<file path="src/common/gio_pkg.sv">
package gio_pkg;

    // Register offsets on the 8-bit register port.
    localparam logic [7:0] ADR_PA_DATA      = 8'h00;
    localparam logic [7:0] ADR_PA_DIR       = 8'h01;
    localparam logic [7:0] ADR_PA_PU        = 8'h02;
    localparam logic [7:0] ADR_PA_WAKE      = 8'h03;
    localparam logic [7:0] ADR_PB_DATA      = 8'h04;
    localparam logic [7:0] ADR_PB_DIR       = 8'h05;
    localparam logic [7:0] ADR_PB_PU        = 8'h06;
    localparam logic [7:0] ADR_PC_DATA      = 8'h07;
    localparam logic [7:0] ADR_PC_DIR       = 8'h08;
    localparam logic [7:0] ADR_PC_PU        = 8'h09;
    localparam logic [7:0] ADR_PD_DATA      = 8'h0a;
    localparam logic [7:0] ADR_PD_DIR       = 8'h0b;
    localparam logic [7:0] ADR_PD_PU        = 8'h0c;
    localparam logic [7:0] ADR_ANALOG_SEL   = 8'h0d;
    localparam logic [7:0] ADR_PIN_FUNC     = 8'h0e;
    localparam logic [7:0] ADR_LCD_COM      = 8'h0f;
    localparam logic [7:0] ADR_WAKE_STATUS  = 8'h10;

    // Implemented-bit masks and reset values.
    localparam logic [7:0] MASK_PA_PU       = 8'h7f;
    localparam logic [1:0] MASK_PD          = 2'h3;
    localparam logic [7:0] RST_DATA         = 8'hff;
    localparam logic [7:0] RST_DIR          = 8'hff;
    localparam logic [7:0] RST_EN           = 8'h00;
    localparam logic [1:0] RST_PD_ONES      = 2'h3;
    localparam logic [1:0] RST_PD_ZERO      = 2'h0;
    localparam logic [7:0] RD_ZERO          = 8'h00;

    // Shared pin positions within their ports.
    localparam int BIT_INT   = 0;
    localparam int BIT_TMR0  = 1;
    localparam int BIT_TMR1  = 2;
    localparam int BIT_FDIV  = 3;
    localparam int BIT_PWM0  = 4;
    localparam int BIT_PWM1  = 5;
    localparam int BIT_COM_L = 6;
    localparam int BIT_COM_H = 7;

    // Pin function control fields.
    localparam int FN_FDIV_EN = 0;
    localparam int FN_PWM0_EN = 1;
    localparam int FN_PWM1_EN = 2;

    // LCD common driver control fields.
    localparam int LCD_EN     = 7;
    localparam int LCD_PB6    = 0;
    localparam int LCD_PB7    = 1;
    localparam int LCD_PC6    = 2;
    localparam int LCD_PC7    = 3;

    localparam int WAKE_FLAG_BIT = 0;

    typedef struct packed {
        logic [1:0] pd;
        logic [7:0] pc;
        logic [7:0] pb;
        logic [7:0] pa;
    } gio_pins_t;

    typedef struct packed {
        gio_pins_t  s1;
        gio_pins_t  s2;
        gio_pins_t  s3;
        gio_pins_t  pin;
        logic [7:0] pa_dat;
        logic [7:0] pa_dir;
        logic [7:0] pa_pu;
        logic [7:0] pa_wk;
        logic [7:0] pb_dat;
        logic [7:0] pb_dir;
        logic [7:0] pb_pu;
        logic [7:0] pc_dat;
        logic [7:0] pc_dir;
        logic [7:0] pc_pu;
        logic [1:0] pd_dat;
        logic [1:0] pd_dir;
        logic [1:0] pd_pu;
        logic [7:0] an_sel;
        logic [7:0] fn_ctl;
        logic [7:0] lcd_ctl;
        logic [7:0] rdata;
        logic       wake_flag;
        logic       wake_pls;
        gio_pins_t  oe;
        gio_pins_t  dout;
        gio_pins_t  pu;
        logic [3:0] bias;
        logic       int_pin;
        logic       tmr0_pin;
        logic       tmr1_pin;
    } gio_state_t;

endpackage

</file>
<file path="src/hw/gio_port_block.sv">
`timescale 1ns/1ps
//Function
//- Input pin reads sample the live pin level.
//- Output latch holds value until rewritten.
//- Input pull-up follows its enable bit.
//- Port A bit seven has no pull-up.
//- Sleep ends on enabled port A falling edge.
//- Each port A pin has wake enable.
//- Output pin reads return the latch.
//- Unimplemented bits read zero, ignore writes.
//- Reset: direction and latch ones, enables zero.
//- Interrupt pin keeps I/O, needs input direction.
//- Timer pins feed timers only as inputs.
//- Divider output drives only when pin outputs.
//- PWM drives only when pin is output.
//- Four pins make half-bias LCD commons.
//- Analog selection disconnects the pin pull-up.
//- Bit instructions write back the whole byte.
module gio_port_block (
    input  wire logic       CLK_IN,
    input  wire logic       SYS_RST_IN,
    input  wire logic [7:0] REG_ADDR_IN,
    input  wire logic [7:0] REG_WDATA_IN,
    input  wire logic       REG_WR_IN,
    input  wire logic       REG_RD_IN,
    output logic      [7:0] REG_RDATA_OUT,
    input  wire logic [7:0] PA_IN,
    output logic      [7:0] PA_OUT,
    output logic      [7:0] PA_OE_OUT,
    output logic      [7:0] PA_PU_OUT,
    input  wire logic [7:0] PB_IN,
    output logic      [7:0] PB_OUT,
    output logic      [7:0] PB_OE_OUT,
    output logic      [7:0] PB_PU_OUT,
    input  wire logic [7:0] PC_IN,
    output logic      [7:0] PC_OUT,
    output logic      [7:0] PC_OE_OUT,
    output logic      [7:0] PC_PU_OUT,
    input  wire logic [1:0] PD_IN,
    output logic      [1:0] PD_OUT,
    output logic      [1:0] PD_OE_OUT,
    output logic      [1:0] PD_PU_OUT,
    output logic      [3:0] LCD_BIAS_OUT,
    input  wire logic       FDIV_IN,
    input  wire logic [1:0] PWM_IN,
    input  wire logic [1:0] TMR_EXT_MODE_IN,
    input  wire logic       HALT_IN,
    output logic            WAKE_OUT,
    output logic            INT_PIN_OUT,
    output logic            TMR0_PIN_OUT,
    output logic            TMR1_PIN_OUT
);

    gio_pkg::gio_state_t st_ff;
    gio_pkg::gio_state_t nxt_st;
    gio_pkg::gio_pins_t  raw_pins;
    gio_pkg::gio_pins_t  agree;
    logic          [7:0] pa_fall;
    logic          [7:0] wd;
    logic                wr;
    logic                com_pb6;
    logic                com_pb7;
    logic                com_pc6;
    logic                com_pc7;

    assign raw_pins = {PD_IN, PC_IN, PB_IN, PA_IN};

    always_comb begin
        nxt_st   = st_ff;
        wd       = REG_WDATA_IN;
        wr       = REG_WR_IN;

        // Three-stage synchroniser; a change counts once stages two and
        // three agree, so a single sampled glitch never reaches software.
        nxt_st.s1 = raw_pins;
        nxt_st.s2 = st_ff.s1;
        nxt_st.s3 = st_ff.s2;
        agree     = ~(st_ff.s2 ^ st_ff.s3);
        nxt_st.pin = (st_ff.s2 & agree) | (st_ff.pin & ~agree);

        // The falling-edge detector keeps running whatever the core does.
        pa_fall = st_ff.pin.pa & ~nxt_st.pin.pa & st_ff.pa_wk;
        nxt_st.wake_pls = HALT_IN && (pa_fall != 8'h00)
                          && !st_ff.wake_pls;

        // Register writes land on the next edge; a write carries the whole
        // byte, which is how bit set and clear instructions arrive.
        if (wr) begin
            unique case (REG_ADDR_IN)
                gio_pkg::ADR_PA_DATA:  nxt_st.pa_dat = wd;
                gio_pkg::ADR_PA_DIR:   nxt_st.pa_dir = wd;
                gio_pkg::ADR_PA_PU:
                    nxt_st.pa_pu  = wd & gio_pkg::MASK_PA_PU;
                gio_pkg::ADR_PA_WAKE:  nxt_st.pa_wk  = wd;
                gio_pkg::ADR_PB_DATA:  nxt_st.pb_dat = wd;
                gio_pkg::ADR_PB_DIR:   nxt_st.pb_dir = wd;
                gio_pkg::ADR_PB_PU:    nxt_st.pb_pu  = wd;
                gio_pkg::ADR_PC_DATA:  nxt_st.pc_dat = wd;
                gio_pkg::ADR_PC_DIR:   nxt_st.pc_dir = wd;
                gio_pkg::ADR_PC_PU:    nxt_st.pc_pu  = wd;
                gio_pkg::ADR_PD_DATA:
                    nxt_st.pd_dat = wd[1:0] & gio_pkg::MASK_PD;
                gio_pkg::ADR_PD_DIR:
                    nxt_st.pd_dir = wd[1:0] & gio_pkg::MASK_PD;
                gio_pkg::ADR_PD_PU:
                    nxt_st.pd_pu  = wd[1:0] & gio_pkg::MASK_PD;
                gio_pkg::ADR_ANALOG_SEL: nxt_st.an_sel = wd;
                gio_pkg::ADR_PIN_FUNC:   nxt_st.fn_ctl = wd;
                gio_pkg::ADR_LCD_COM:    nxt_st.lcd_ctl = wd;
                default: ;
            endcase
        end

        // Wake flag: write one to clear; a new event in the same cycle wins.
        if (wr && (REG_ADDR_IN == gio_pkg::ADR_WAKE_STATUS)
            && wd[gio_pkg::WAKE_FLAG_BIT]) begin
            nxt_st.wake_flag = 1'b0;
        end
        if (nxt_st.wake_pls) begin
            nxt_st.wake_flag = 1'b1;
        end

        // Reads return the filtered live pin for inputs and the latch for
        // outputs; nothing is captured ahead of the read itself.
        nxt_st.rdata = gio_pkg::RD_ZERO;
        if (REG_RD_IN) begin
            unique case (REG_ADDR_IN)
                gio_pkg::ADR_PA_DATA: nxt_st.rdata =
                    (st_ff.pin.pa & st_ff.pa_dir)
                    | (st_ff.pa_dat & ~st_ff.pa_dir);
                gio_pkg::ADR_PA_DIR:  nxt_st.rdata = st_ff.pa_dir;
                gio_pkg::ADR_PA_PU:   nxt_st.rdata = st_ff.pa_pu;
                gio_pkg::ADR_PA_WAKE: nxt_st.rdata = st_ff.pa_wk;
                gio_pkg::ADR_PB_DATA: nxt_st.rdata =
                    (st_ff.pin.pb & st_ff.pb_dir)
                    | (st_ff.pb_dat & ~st_ff.pb_dir);
                gio_pkg::ADR_PB_DIR:  nxt_st.rdata = st_ff.pb_dir;
                gio_pkg::ADR_PB_PU:   nxt_st.rdata = st_ff.pb_pu;
                gio_pkg::ADR_PC_DATA: nxt_st.rdata =
                    (st_ff.pin.pc & st_ff.pc_dir)
                    | (st_ff.pc_dat & ~st_ff.pc_dir);
                gio_pkg::ADR_PC_DIR:  nxt_st.rdata = st_ff.pc_dir;
                gio_pkg::ADR_PC_PU:   nxt_st.rdata = st_ff.pc_pu;
                gio_pkg::ADR_PD_DATA: nxt_st.rdata = {6'h00,
                    (st_ff.pin.pd & st_ff.pd_dir)
                    | (st_ff.pd_dat & ~st_ff.pd_dir)};
                gio_pkg::ADR_PD_DIR:  nxt_st.rdata = {6'h00, st_ff.pd_dir};
                gio_pkg::ADR_PD_PU:   nxt_st.rdata = {6'h00, st_ff.pd_pu};
                gio_pkg::ADR_ANALOG_SEL:  nxt_st.rdata = st_ff.an_sel;
                gio_pkg::ADR_PIN_FUNC:    nxt_st.rdata = st_ff.fn_ctl;
                gio_pkg::ADR_LCD_COM:     nxt_st.rdata = st_ff.lcd_ctl;
                gio_pkg::ADR_WAKE_STATUS:
                    nxt_st.rdata = {7'h00, st_ff.wake_flag};
                default: nxt_st.rdata = gio_pkg::RD_ZERO;
            endcase
        end

        // Pin drive: direction zero drives the latch as CMOS output, except on port C pins with analog selection.
        nxt_st.oe.pa   = ~st_ff.pa_dir;
        nxt_st.oe.pb   = ~st_ff.pb_dir;
        nxt_st.oe.pc   = ~st_ff.pc_dir & ~st_ff.an_sel;
        nxt_st.oe.pd   = ~st_ff.pd_dir;
        nxt_st.dout.pa = st_ff.pa_dat;
        nxt_st.dout.pb = st_ff.pb_dat;
        nxt_st.dout.pc = st_ff.pc_dat;
        nxt_st.dout.pd = st_ff.pd_dat;

        // Alternate outputs replace the latch value whatever the direction, but only output
        // pins drive it; an input pin stays an ordinary input with its own pull-up choice.
        if (st_ff.fn_ctl[gio_pkg::FN_FDIV_EN]) begin
            nxt_st.dout.pa[gio_pkg::BIT_FDIV] = FDIV_IN;
        end
        if (st_ff.fn_ctl[gio_pkg::FN_PWM0_EN]) begin
            nxt_st.dout.pa[gio_pkg::BIT_PWM0] = PWM_IN[0];
        end
        if (st_ff.fn_ctl[gio_pkg::FN_PWM1_EN]) begin
            nxt_st.dout.pb[gio_pkg::BIT_PWM1] = PWM_IN[1];
        end

        // Pull-ups only on input pins; analog pins lose theirs.
        nxt_st.pu.pa = st_ff.pa_dir & st_ff.pa_pu
                       & gio_pkg::MASK_PA_PU;
        nxt_st.pu.pb = st_ff.pb_dir & st_ff.pb_pu;
        nxt_st.pu.pc = st_ff.pc_dir & st_ff.pc_pu
                       & ~st_ff.an_sel;
        nxt_st.pu.pd = st_ff.pd_dir & st_ff.pd_pu;

        // LCD commons take the pin over: no digital drive, no pull-up, and
        // the pad's half-bias network is switched on instead.
        com_pb6 = st_ff.lcd_ctl[gio_pkg::LCD_EN]
                  && st_ff.lcd_ctl[gio_pkg::LCD_PB6];
        com_pb7 = st_ff.lcd_ctl[gio_pkg::LCD_EN]
                  && st_ff.lcd_ctl[gio_pkg::LCD_PB7];
        com_pc6 = st_ff.lcd_ctl[gio_pkg::LCD_EN]
                  && st_ff.lcd_ctl[gio_pkg::LCD_PC6];
        com_pc7 = st_ff.lcd_ctl[gio_pkg::LCD_EN]
                  && st_ff.lcd_ctl[gio_pkg::LCD_PC7];
        nxt_st.bias = {com_pc7, com_pc6, com_pb7, com_pb6};
        if (com_pb6) begin
            nxt_st.oe.pb[gio_pkg::BIT_COM_L] = 1'b0;
            nxt_st.pu.pb[gio_pkg::BIT_COM_L] = 1'b0;
        end
        if (com_pb7) begin
            nxt_st.oe.pb[gio_pkg::BIT_COM_H] = 1'b0;
            nxt_st.pu.pb[gio_pkg::BIT_COM_H] = 1'b0;
        end
        if (com_pc6) begin
            nxt_st.oe.pc[gio_pkg::BIT_COM_L] = 1'b0;
            nxt_st.pu.pc[gio_pkg::BIT_COM_L] = 1'b0;
        end
        if (com_pc7) begin
            nxt_st.oe.pc[gio_pkg::BIT_COM_H] = 1'b0;
            nxt_st.pu.pc[gio_pkg::BIT_COM_H] = 1'b0;
        end

        // The interrupt and timer pins keep their I/O role; the timers see
        // them only while the pin is an input and in an external mode.
        nxt_st.int_pin = st_ff.pin.pa[gio_pkg::BIT_INT]
                         & st_ff.pa_dir[gio_pkg::BIT_INT];
        nxt_st.tmr0_pin = st_ff.pin.pa[gio_pkg::BIT_TMR0]
                          & st_ff.pa_dir[gio_pkg::BIT_TMR0]
                          & TMR_EXT_MODE_IN[0];
        nxt_st.tmr1_pin = st_ff.pin.pa[gio_pkg::BIT_TMR1]
                          & st_ff.pa_dir[gio_pkg::BIT_TMR1]
                          & TMR_EXT_MODE_IN[1];
    end

    always_ff @(posedge CLK_IN or posedge SYS_RST_IN) begin
        if (SYS_RST_IN) begin
            st_ff           <= '0;
            st_ff.s1        <= '1;
            st_ff.s2        <= '1;
            st_ff.s3        <= '1;
            st_ff.pin       <= '1;
            st_ff.pa_dat    <= gio_pkg::RST_DATA;
            st_ff.pa_dir    <= gio_pkg::RST_DIR;
            st_ff.pa_pu     <= gio_pkg::RST_EN;
            st_ff.pa_wk     <= gio_pkg::RST_EN;
            st_ff.pb_dat    <= gio_pkg::RST_DATA;
            st_ff.pb_dir    <= gio_pkg::RST_DIR;
            st_ff.pb_pu     <= gio_pkg::RST_EN;
            st_ff.pc_dat    <= gio_pkg::RST_DATA;
            st_ff.pc_dir    <= gio_pkg::RST_DIR;
            st_ff.pc_pu     <= gio_pkg::RST_EN;
            st_ff.pd_dat    <= gio_pkg::RST_PD_ONES;
            st_ff.pd_dir    <= gio_pkg::RST_PD_ONES;
            st_ff.pd_pu     <= gio_pkg::RST_PD_ZERO;
            st_ff.dout      <= '1;
        end else begin
            st_ff <= nxt_st;
        end
    end

    assign REG_RDATA_OUT = st_ff.rdata;
    assign PA_OUT        = st_ff.dout.pa;
    assign PA_OE_OUT     = st_ff.oe.pa;
    assign PA_PU_OUT     = st_ff.pu.pa;
    assign PB_OUT        = st_ff.dout.pb;
    assign PB_OE_OUT     = st_ff.oe.pb;
    assign PB_PU_OUT     = st_ff.pu.pb;
    assign PC_OUT        = st_ff.dout.pc;
    assign PC_OE_OUT     = st_ff.oe.pc;
    assign PC_PU_OUT     = st_ff.pu.pc;
    assign PD_OUT        = st_ff.dout.pd;
    assign PD_OE_OUT     = st_ff.oe.pd;
    assign PD_PU_OUT     = st_ff.pu.pd;
    assign LCD_BIAS_OUT  = st_ff.bias;
    assign WAKE_OUT      = st_ff.wake_pls;
    assign INT_PIN_OUT   = st_ff.int_pin;
    assign TMR0_PIN_OUT  = st_ff.tmr0_pin;
    assign TMR1_PIN_OUT  = st_ff.tmr1_pin;

endmodule // gio_port_block

</file>
<file path="config.mk">
export PLATFORM = sky130hd
export DESIGN_NAME = gio_port_block
export DESIGN_NICKNAME = d
export VERILOG_FILES = /design/src/common/gio_pkg.sv /design/src/hw/gio_port_block.sv
export SDC_FILE = /design/constraint.sdc
export NUM_CORES = 1
export LEC_CHECK = 0
export BUFFER_PORTS_ARGS = -buffer_cell sky130_fd_sc_hd__buf_2
export CAP_MARGIN = 20
export CORE_MARGIN = 8
export CORE_UTILIZATION = 30
export DETAILED_ROUTE_END_ITERATION = 6
export GPL_TIMING_DRIVEN = 0
export PLACE_DENSITY = 0.49
export SLEW_MARGIN = 20
export SYNTH_ARGS = -nofsm -noshare
export SYNTH_HDL_FRONTEND = slang
export SYNTH_SLANG_ARGS = --single-unit
</file>
<file path="constraint.sdc">
create_clock -name CLK_IN -period 11.1 [get_ports CLK_IN]
set_clock_uncertainty 0.15 [all_clocks]
set_input_delay 2.22 -clock CLK_IN [delete_from_list [all_inputs] [get_ports CLK_IN]]
set_output_delay 2.22 -clock CLK_IN [all_outputs]
set_load 0.05 [all_outputs]
</file>
Word-level counts from Yosys, hierarchy flattened. Cells that the tools add are included.

$add $sub $neg: 0. Multiply operators: 0. Divide/modulo/power cells: 0. Magnitude comparators: 0. Equal/unequal tests: 16. Shift-type cells: 0. Multiplexer cells: 15. Bitwise gates (word level): 37. Reductions and logical operators: 28.

Operators with widths (count): $pmux 8 s17 (1); $and 8x8->8 (12); $eq 8x4->1 const B (8); $and 26x26->26 (2); $not 26->26 (2); $not 8->8 (5); $eq 8x3->1 const B (4); $reduce_and 2->1 (16); $or 26x26->26 (1); $xor 26x26->26 (1); $or 8x8->8 (3); $eq 8x2->1 const B (2); $mux 1 (13); $eq 8x1->1 const B (1); $eq 8x5->1 const B (1); $logic_and 1x1->1 (8); $logic_not 8->1 (1); $mux 8 (1); $reduce_bool 8->1 (1); $and 7x7->7 (1); $and 2x2->2 (3); $and 1x1->1 (5); $not 2->2 (1); $or 2x2->2 (1); other kinds (2) (2).

Register bits: 307. Latch bits: 0. Memory bits (writable): 0. ROM bits: 0. Input port bits: 52. Output and inout bits: 94. Memories kept: 0.

Longest topological paths before layout. Gate-level depths: netlist of run 1.

Word-level depth: 12. Depth in mapped cells: 8.

Worst setup path after synthesis of run 1. OpenSTA, ideal clock, no wires.

Path kind: input to register. From: input port REG_ADDR_IN[5]. To: register st_ff[181] (netlist bit). Data arrival time: 3.674 ns. Setup slack: 7.151 ns. Stages on the path: 5. Path buffers: 1. Cell sequence: or4_1 > buf_2 > nor3_4 > nand3_2 > mux2_2.

Word-level cells in the longest chain between the ends: 2.

RTL lines: start: declaration (line gio_port_block.sv:22) `input wire logic [7:0] REG_ADDR_IN,`; $eq 8x2->1 (line gio_port_block.sv:89) `unique case (REG_ADDR_IN)`; $reduce_and 2->1 (no line); end signal: assignment (line gio_port_block.sv:250) `st_ff <= nxt_st;`; end: declaration (line gio_port_block.sv:54) `gio_pkg::gio_state_t st_ff;`.

No other way between the ends. A chain may end at the register's enable or synchronous reset.

Final worst setup path of run 1.
From: input port REG_ADDR_IN[4]. To: register st_ff (netlist bit nxt_st[43]).

Word-level cells in the longest chain between the ends: 2.

RTL lines (line): $eq 8x3->1 (gio_port_block.sv:89); $reduce_and 2->1 (no line).

No other way between the ends.

==> flow_metrics.py, run 1 <==
metrics = {
    "critical_path": {
        "critPathLaunch": "REG_ADDR_IN[4]",
        "worst-setup-path-type": "in -> reg",
        "timing.rr.start": "st_ff[133]",
        "arrival_ps": 5010,
        "cp-start-kind": "input pin",
        "crit-reg2reg-capture": "REG_RDATA_OUT[0]",
        "cp_data_required_time_ps": 11380,
        "critPathCaptureType": "flip-flop",
        "critPathCapture": "nxt_st[43]",
        "rrSetupSlack_ps": 8980,
        "cp_max_fo": 8,
        "r2r_cells": 5,
    },
    "sta": {
        "final_max_slew_viol_count": 0,
        "fmax_ghz": 0.211,
        "relSlewSlack": 0.379,
        "setup_slack_ps": 6370,
        "fin_crit_ps": 4730,
        "post-route-period-util": 0.426,
        "rsz0062_at_grt": "no",
        "worst_pin_slew_ps": 929,
        "fin_hold_ws_ps": 199,
        "hold_violations": 0,
        "setup_viol": 0,
        "setup_tns_ps": 0,
    },
    "synthesis": {
        "synth_nets": 936,
        "synth-async-reset-ratio": 1.00,
        "synth_seq_cells": 307,
        "postSynthAreaPerCell_um2": 13.7,
        "synth_flop_cell": "dfstp_2",
        "ys_types": 59,
        "synth_edf_count": 0,
        "netlist_instances": 884,
        "yosys_warnings": 0,
        "ys_seq_area_frac": 0.654,
        "netlist_area_um2": 12100,
    },
    "placed_design": {
        "port_buffers": 143,
        "pre_cts_slack_ps": 6030,
        "gp_congestion": 0.866,
        "place_hpwl_mm": 24.5,
    },
    "cells_and_area": {
        "n_fill_cell": 3975,
        "final_common_cell": "dfstp_2",
        "nNetsFinal": 1120,
        "drive_above_1_share": 0.559,
        "finish.utilization": 0.372,
        "area_growth_pct": 22.5,
        "layout_common_cells": "dfstp_2, buf_2, dfrtp_1",
        "antenna_cells": 0,
    },
    "global_routing": {
        "grt_usage": 0.145,
        "busiest_layer": "met2",
        "grt_max_degree": 102,
        "met3_usage": 0.0298,
        "overflow": 0,
        "antenna_found_initial": 3,
        "grt.met1_usage": 0.199,
        "grt_pass1_wl_mm": 51.8,
        "grt_pass1_vias": 8077,
        "use_met2": 0.230,
    },
    "detailed_routing": {
        "routed_wl_mm": 34.4,
        "post-route-drc-count": 0,
        "ant_nets": 0,
        "wl_per_cell_um": 21.2,
        "drtIter0Drc": 442,
        "firstDrtPassIters": 5,
        "vias": 7392,
        "viasPerCell": 4.57,
    },
    "cts": {
        "cts_setup_buffers": 0,
        "cts-root-buf": "clkbuf_16",
        "cts_hold_buffers": 0,
        "htree_levels": 2,
        "cts_made_buffers": 36,
        "cts_resized": 0,
        "insertion_delay_ps": 520,
        "cts_tree": "done",
        "clk_pin_slew_ps": 60,
        "cts_buffer_depth": 3,
        "clock_sinks": 307,
    },
    "power": {
        "sw_frac_of_total": 0.234,
        "clockPowerShare": 0.460,
        "power.internal_uw": 2070,
        "combPwrFrac": 0.077,
        "switchingPower_uw": 634,
        "p_leak_uw": 0.00661,
        "ir_drop_uv": 100,
        "p_seq_frac": 0.462,
        "powerDensity_nw_per_um2": 183,
    },
    "die": {
        "core.rowCount": 73,
        "fp.dieW_um": 217,
        "dieArea_um2": 47000,
        "die_h_um": 217,
        "core_area_um2": 39800,
        "start_util": 0.304,
        "ioPinCount": 146,
    },
    "worst_hold_path": {
        "holdPathStages": 0,
        "hold_class": "reg -> reg",
    },
    "status": {
        "status": "completed",
    },
    "flow_run": {
        "drv_cap": 0,
    },
}
-- cells by family after synthesis --
family          share of synthesized area
other cells                      0.000310
flops                               0.654
simple gates                       0.0755
compound gates                     0.0534
fa+ha+maj                          0.0198
buf+inv                            0.0737
mux                                 0.124
-- final cells by class --
cell class                 count  area [um^2]  share of cell area
inverter                      22         90.1             0.00608
tap                          525          657              0.0443
clock buffer                  50         1030              0.0698
clock inverter                14          228              0.0154
buffer                       124          810              0.0546
sequential                   307         7910               0.533
timing repair buffer         146          798              0.0538
multi-input combinational    431         3300               0.223
-- sequential cells by signal, summed over array words and instances, names as in the netlist, 2 cells and up, named ones only --
register / cells
PD_OUT: 2
REG_RDATA_OUT: 8
PA_OUT: 8
PA_OE_OUT: 8
PC_OE_OUT: 8
LCD_BIAS_OUT: 4
PB_OE_OUT: 8
PB_PU_OUT: 8
PD_PU_OUT: 2
PC_OUT: 8
PA_PU_OUT: 7
PB_OUT: 8
st_ff: 121
nxt_st: 75
PD_OE_OUT: 2
PC_PU_OUT: 8
-- how the worst min path moves through the flow --
stage	startpoint	slack, ps	end
after floorplan	nxt_st[257]	200	nxt_st[231]
after global placement	nxt_st[268]	200	nxt_st[242]
after detailed placement	nxt_st[265]	200	nxt_st[239]
after CTS	nxt_st[268]	200	nxt_st[242]
after global routing	nxt_st[270]	210	nxt_st[244]
final	nxt_st[280]	200	nxt_st[254]
-- power by group through the flow --
stage                     Combinational (uW)  Sequential [uW]  Clock [uW]
after floorplan                          148             1250           0
after global placement                   208             1270           0
after detailed placement                 213             1270           0
after CTS                                214             1250        1280
after global routing                     226             1260        1330
final                                    210             1250        1250
-- synth_stat cells (5+ instances only) --
cell | instances | area [um^2]
nand2_1 | 49 | 184
buf_2 | 5 | 25.0
nor2_1 | 31 | 116
dfrtp_1 | 125 | 3130
a31oi_1 | 14 | 87.6
mux2_2 | 114 | 1280
nor2b_1 | 6 | 37.5
a22oi_1 | 7 | 52.6
maj3_1 | 24 | 240
o21ai_0 | 29 | 145
nand3_1 | 9 | 45.0
nor3_1 | 17 | 85.1
mux2i_1 | 19 | 190
nor2_2 | 5 | 31.3
clkbuf_1 | 26 | 97.6
buf_4 | 90 | 676
and3_1 | 10 | 62.6
dfstp_2 | 182 | 4780
inv_1 | 21 | 78.8
a21oi_1 | 12 | 60.1
and2_1 | 22 | 138
-- stage by stage --
step           std cells  power, uW  instance area, um^2
6_report            1619       2710                14800
5_1_grt             1619       2810                14800
4_1_cts             1619       2750                14800
3_5_place_dp        1555       1480                13600
3_3_place_gp        1552       1480                13500
2_1_floorplan        884       1400                12100
-- critical path, stage by stage --
cell and delay, ps:
buf_2 170, nor4_2 710, and2_0 210, clkbuf_1 360, nand3_1 790, mux2_2 550
-- routing by layer --
metal / wire (um) / vias up / share of wire
met2: 16000 / 199 / 0.47
met3: 1830 / 67 / 0.053
met4: 867 / 4 / 0.025
li1: - / 3342 / -
met5: 27 / - / 0.00079
met1: 15600 / 3780 / 0.45
Power figures use the tool's default switching activity.
==> run 2: changes to the inputs <==
--- a/config.mk
+++ b/config.mk
@@ -11,7 +11,7 @@
 export CORE_UTILIZATION = 30
 export DETAILED_ROUTE_END_ITERATION = 6
 export GPL_TIMING_DRIVEN = 0
-export PLACE_DENSITY = 0.49
+export PLACE_DENSITY = 0.48
 export SLEW_MARGIN = 20
 export SYNTH_ARGS = -nofsm -noshare
 export SYNTH_HDL_FRONTEND = slang
==> constraint.sdc (replaced) <==
create_clock -name CLK_IN -period 4.41 [get_ports CLK_IN]
set_clock_uncertainty 0.15 [all_clocks]
set_input_delay 0.882 -clock CLK_IN [delete_from_list [all_inputs] [get_ports CLK_IN]]
set_output_delay 0.882 -clock CLK_IN [all_outputs]
set_load 0.05 [all_outputs]
==> run 2 against run 1 <==
Net effect:
- cell count increased by 0.43%
- sequential power rose to 2.5 times the previous value
- utilization is 0.40 points higher
- combinational power grew to 2.6 times the previous value
- via count up 0.65%
- largest cell class unchanged
- first-iteration DRC count down 19%
- critical path depth increased by 2
- die area unchanged
- sequential cell count did not move
==> flow_metrics.py, run 2 (same netlist as run 1, synthesis figures left out) <==
metrics = {
    "critical_path": {
        "path_cells": "buf_2, buf_2, nor2_1, clkbuf_1, nand2_1, nand2_1, nand3_1, a31oi_1",
        "worst-setup-path-type": "in -> reg",
        "worst_path_dominant_cell_family": "simple AND/OR/NAND/NOR gates",
        "slowest_stage": "clkbuf_1",
        "cp_max_fo": 10,
        "critPathMaxStageDelay_ps": 620,
        "cp_data_required_time_ps": 4620,
        "arrival_ps": 3540,
        "timing.critical_path.buf_inv": 3,
        "cp-start-kind": "input pin",
        "r2r_cells": 5,
        "cp.depth": 8,
        "critPathCaptureType": "flip-flop",
    },
    "detailed_routing": {
        "ant_nets": 0,
        "vias": 7440,
        "post-route-drc-count": 0,
        "viasPerCell": 4.58,
        "wl_per_cell_um": 21.3,
        "drtIter0Drc": 357,
        "routed_wl_mm": 34.6,
        "firstDrtPassIters": 5,
    },
    "power": {
        "p_seq_frac": 0.463,
        "switchingPower_uw": 1590,
        "clockPowerShare": 0.456,
        "powerDensity_nw_per_um2": 453,
        "combPwrFrac": 0.080,
        "sw_frac_of_total": 0.234,
        "p_leak_uw": 0.00669,
        "finalPower_uw": 6790,
        "power.internal_uw": 5200,
        "ir_drop_uv": 259,
    },
    "global_routing": {
        "grt_usage": 0.147,
        "grt_pass1_vias": 8248,
        "antenna_found_initial": 2,
        "grt_max_degree": 34,
        "overflow": 0,
        "grt_pass1_wl_mm": 52.4,
    },
    "placed_design": {
        "place_hpwl_mm": 25.0,
        "port_buffers": 143,
        "pre_cts_slack_ps": 552,
        "placed_area_um2": 13700,
        "gp_congestion": 0.862,
    },
    "cts": {
        "htree_levels": 2,
        "cts_hold_buffers": 0,
        "clock_sinks": 307,
        "insertion_delay_ps": 510,
        "cts_made_buffers": 35,
        "clk_pin_slew_ps": 60,
        "cts_tree": "done",
        "cts_setup_buffers": 0,
        "cts-root-buf": "clkbuf_16",
        "cts_resized": 0,
        "cts_buffer_depth": 3,
    },
    "sta": {
        "worst_pin_slew_ps": 873,
        "fin_crit_ps": 3330,
        "setup_tns_ps": 0,
        "final_max_slew_viol_count": 0,
        "fmax_ghz": 0.300,
        "hold_violations": 0,
        "setup_viol": 0,
        "relSlewSlack": 0.417,
        "post-route-period-util": 0.756,
        "rsz0062_at_grt": "no",
        "setup_slack_ps": 1080,
    },
    "cells_and_area": {
        "layout_common_cells": "dfstp_2, buf_2, dfrtp_1",
        "largest-register": "st_ff",
        "n_fill_cell": 3950,
        "design_area_um2": 15000,
        "antenna_cells": 0,
        "drive_above_1_share": 0.564,
        "largest_reg_flops": 121,
        "area_growth_pct": 23.8,
        "nNetsFinal": 1127,
        "final_common_cell": "dfstp_2",
    },
    "die": {
        "core_area_um2": 39800,
        "dieArea_um2": 47000,
        "start_util": 0.304,
        "fp.dieW_um": 217,
        "die_h_um": 217,
        "ioPinCount": 146,
        "core.rowCount": 73,
    },
    "worst_hold_path": {
        "holdPathStages": 0,
        "hold_class": "reg -> reg",
    },
    "status": {
        "status": "completed",
    },
    "flow_run": {
        "drv_cap": 0,
    },
}
## run 2: final timing paths
check | endpoint | startpoint | slack [ps]
setup / recovery | REG_RDATA_OUT[0] | REG_ADDR_IN[1] | 1080
hold / removal | nxt_st[253] | nxt_st[279] | 200
setup reg to reg | REG_RDATA_OUT[0] | nxt_st[41] | 2220
hold reg to reg | nxt_st[253] | nxt_st[279] | 200
max in group asynchronous | nxt_st[279] | SYS_RST_IN | 2520
min in group asynchronous | PA_PU_OUT[5] | SYS_RST_IN | 300
## run 2: metal layers
| metal | vias up | global-route usage | wire length, um |
|---|---|---|---|
| met5 | - | 0 | 27 |
| met4 | 4 | 0.0458 | 956 |
| met3 | 69 | 0.0329 | 1890 |
| met2 | 207 | 0.237 | 16200 |
| met1 | 3792 | 0.194 | 15500 |
| li1 | 3368 | - | - |
## run 2: metrics by stage
stage | utilization | cells | hold slack [ps]
final | 0.376 | 1626 | 204
after global routing | 0.376 | 1626 | 208
after global placement | 0.338 | 1552 | 196
after CTS | 0.376 | 1626 | 204
after detailed placement | 0.345 | 1563 | 197
after floorplan | - | 884 | 195
## run 2: final cells by class
type	instances	area (um^2)	area share
clock inverters	14	205	0.0137
well taps	525	657	0.0438
multi-input cells	431	3300	0.220
clock buffers	49	1050	0.0701
plain buffers	124	810	0.0540
repair buffers	154	966	0.0645
flip-flops and latches	307	7910	0.528
inverters	22	86.3	0.00576
## run 2: worst register-to-register path: cells and delay by family (launching register included)
kind	cells	cell delay [ps]
simple gates	1	440
flops	1	560
compound gates	4	890
## run 2: power by group through the flow
stage | Combinational (uW) | Clock [uW] | Sequential [uW]
after floorplan | 373 | 0 | 3150
after detailed placement | 555 | 0 | 3200
after CTS | 557 | 3210 | 3150
after global routing | 591 | 3310 | 3170
final | 545 | 3100 | 3150
after global placement | 522 | 0 | 3190
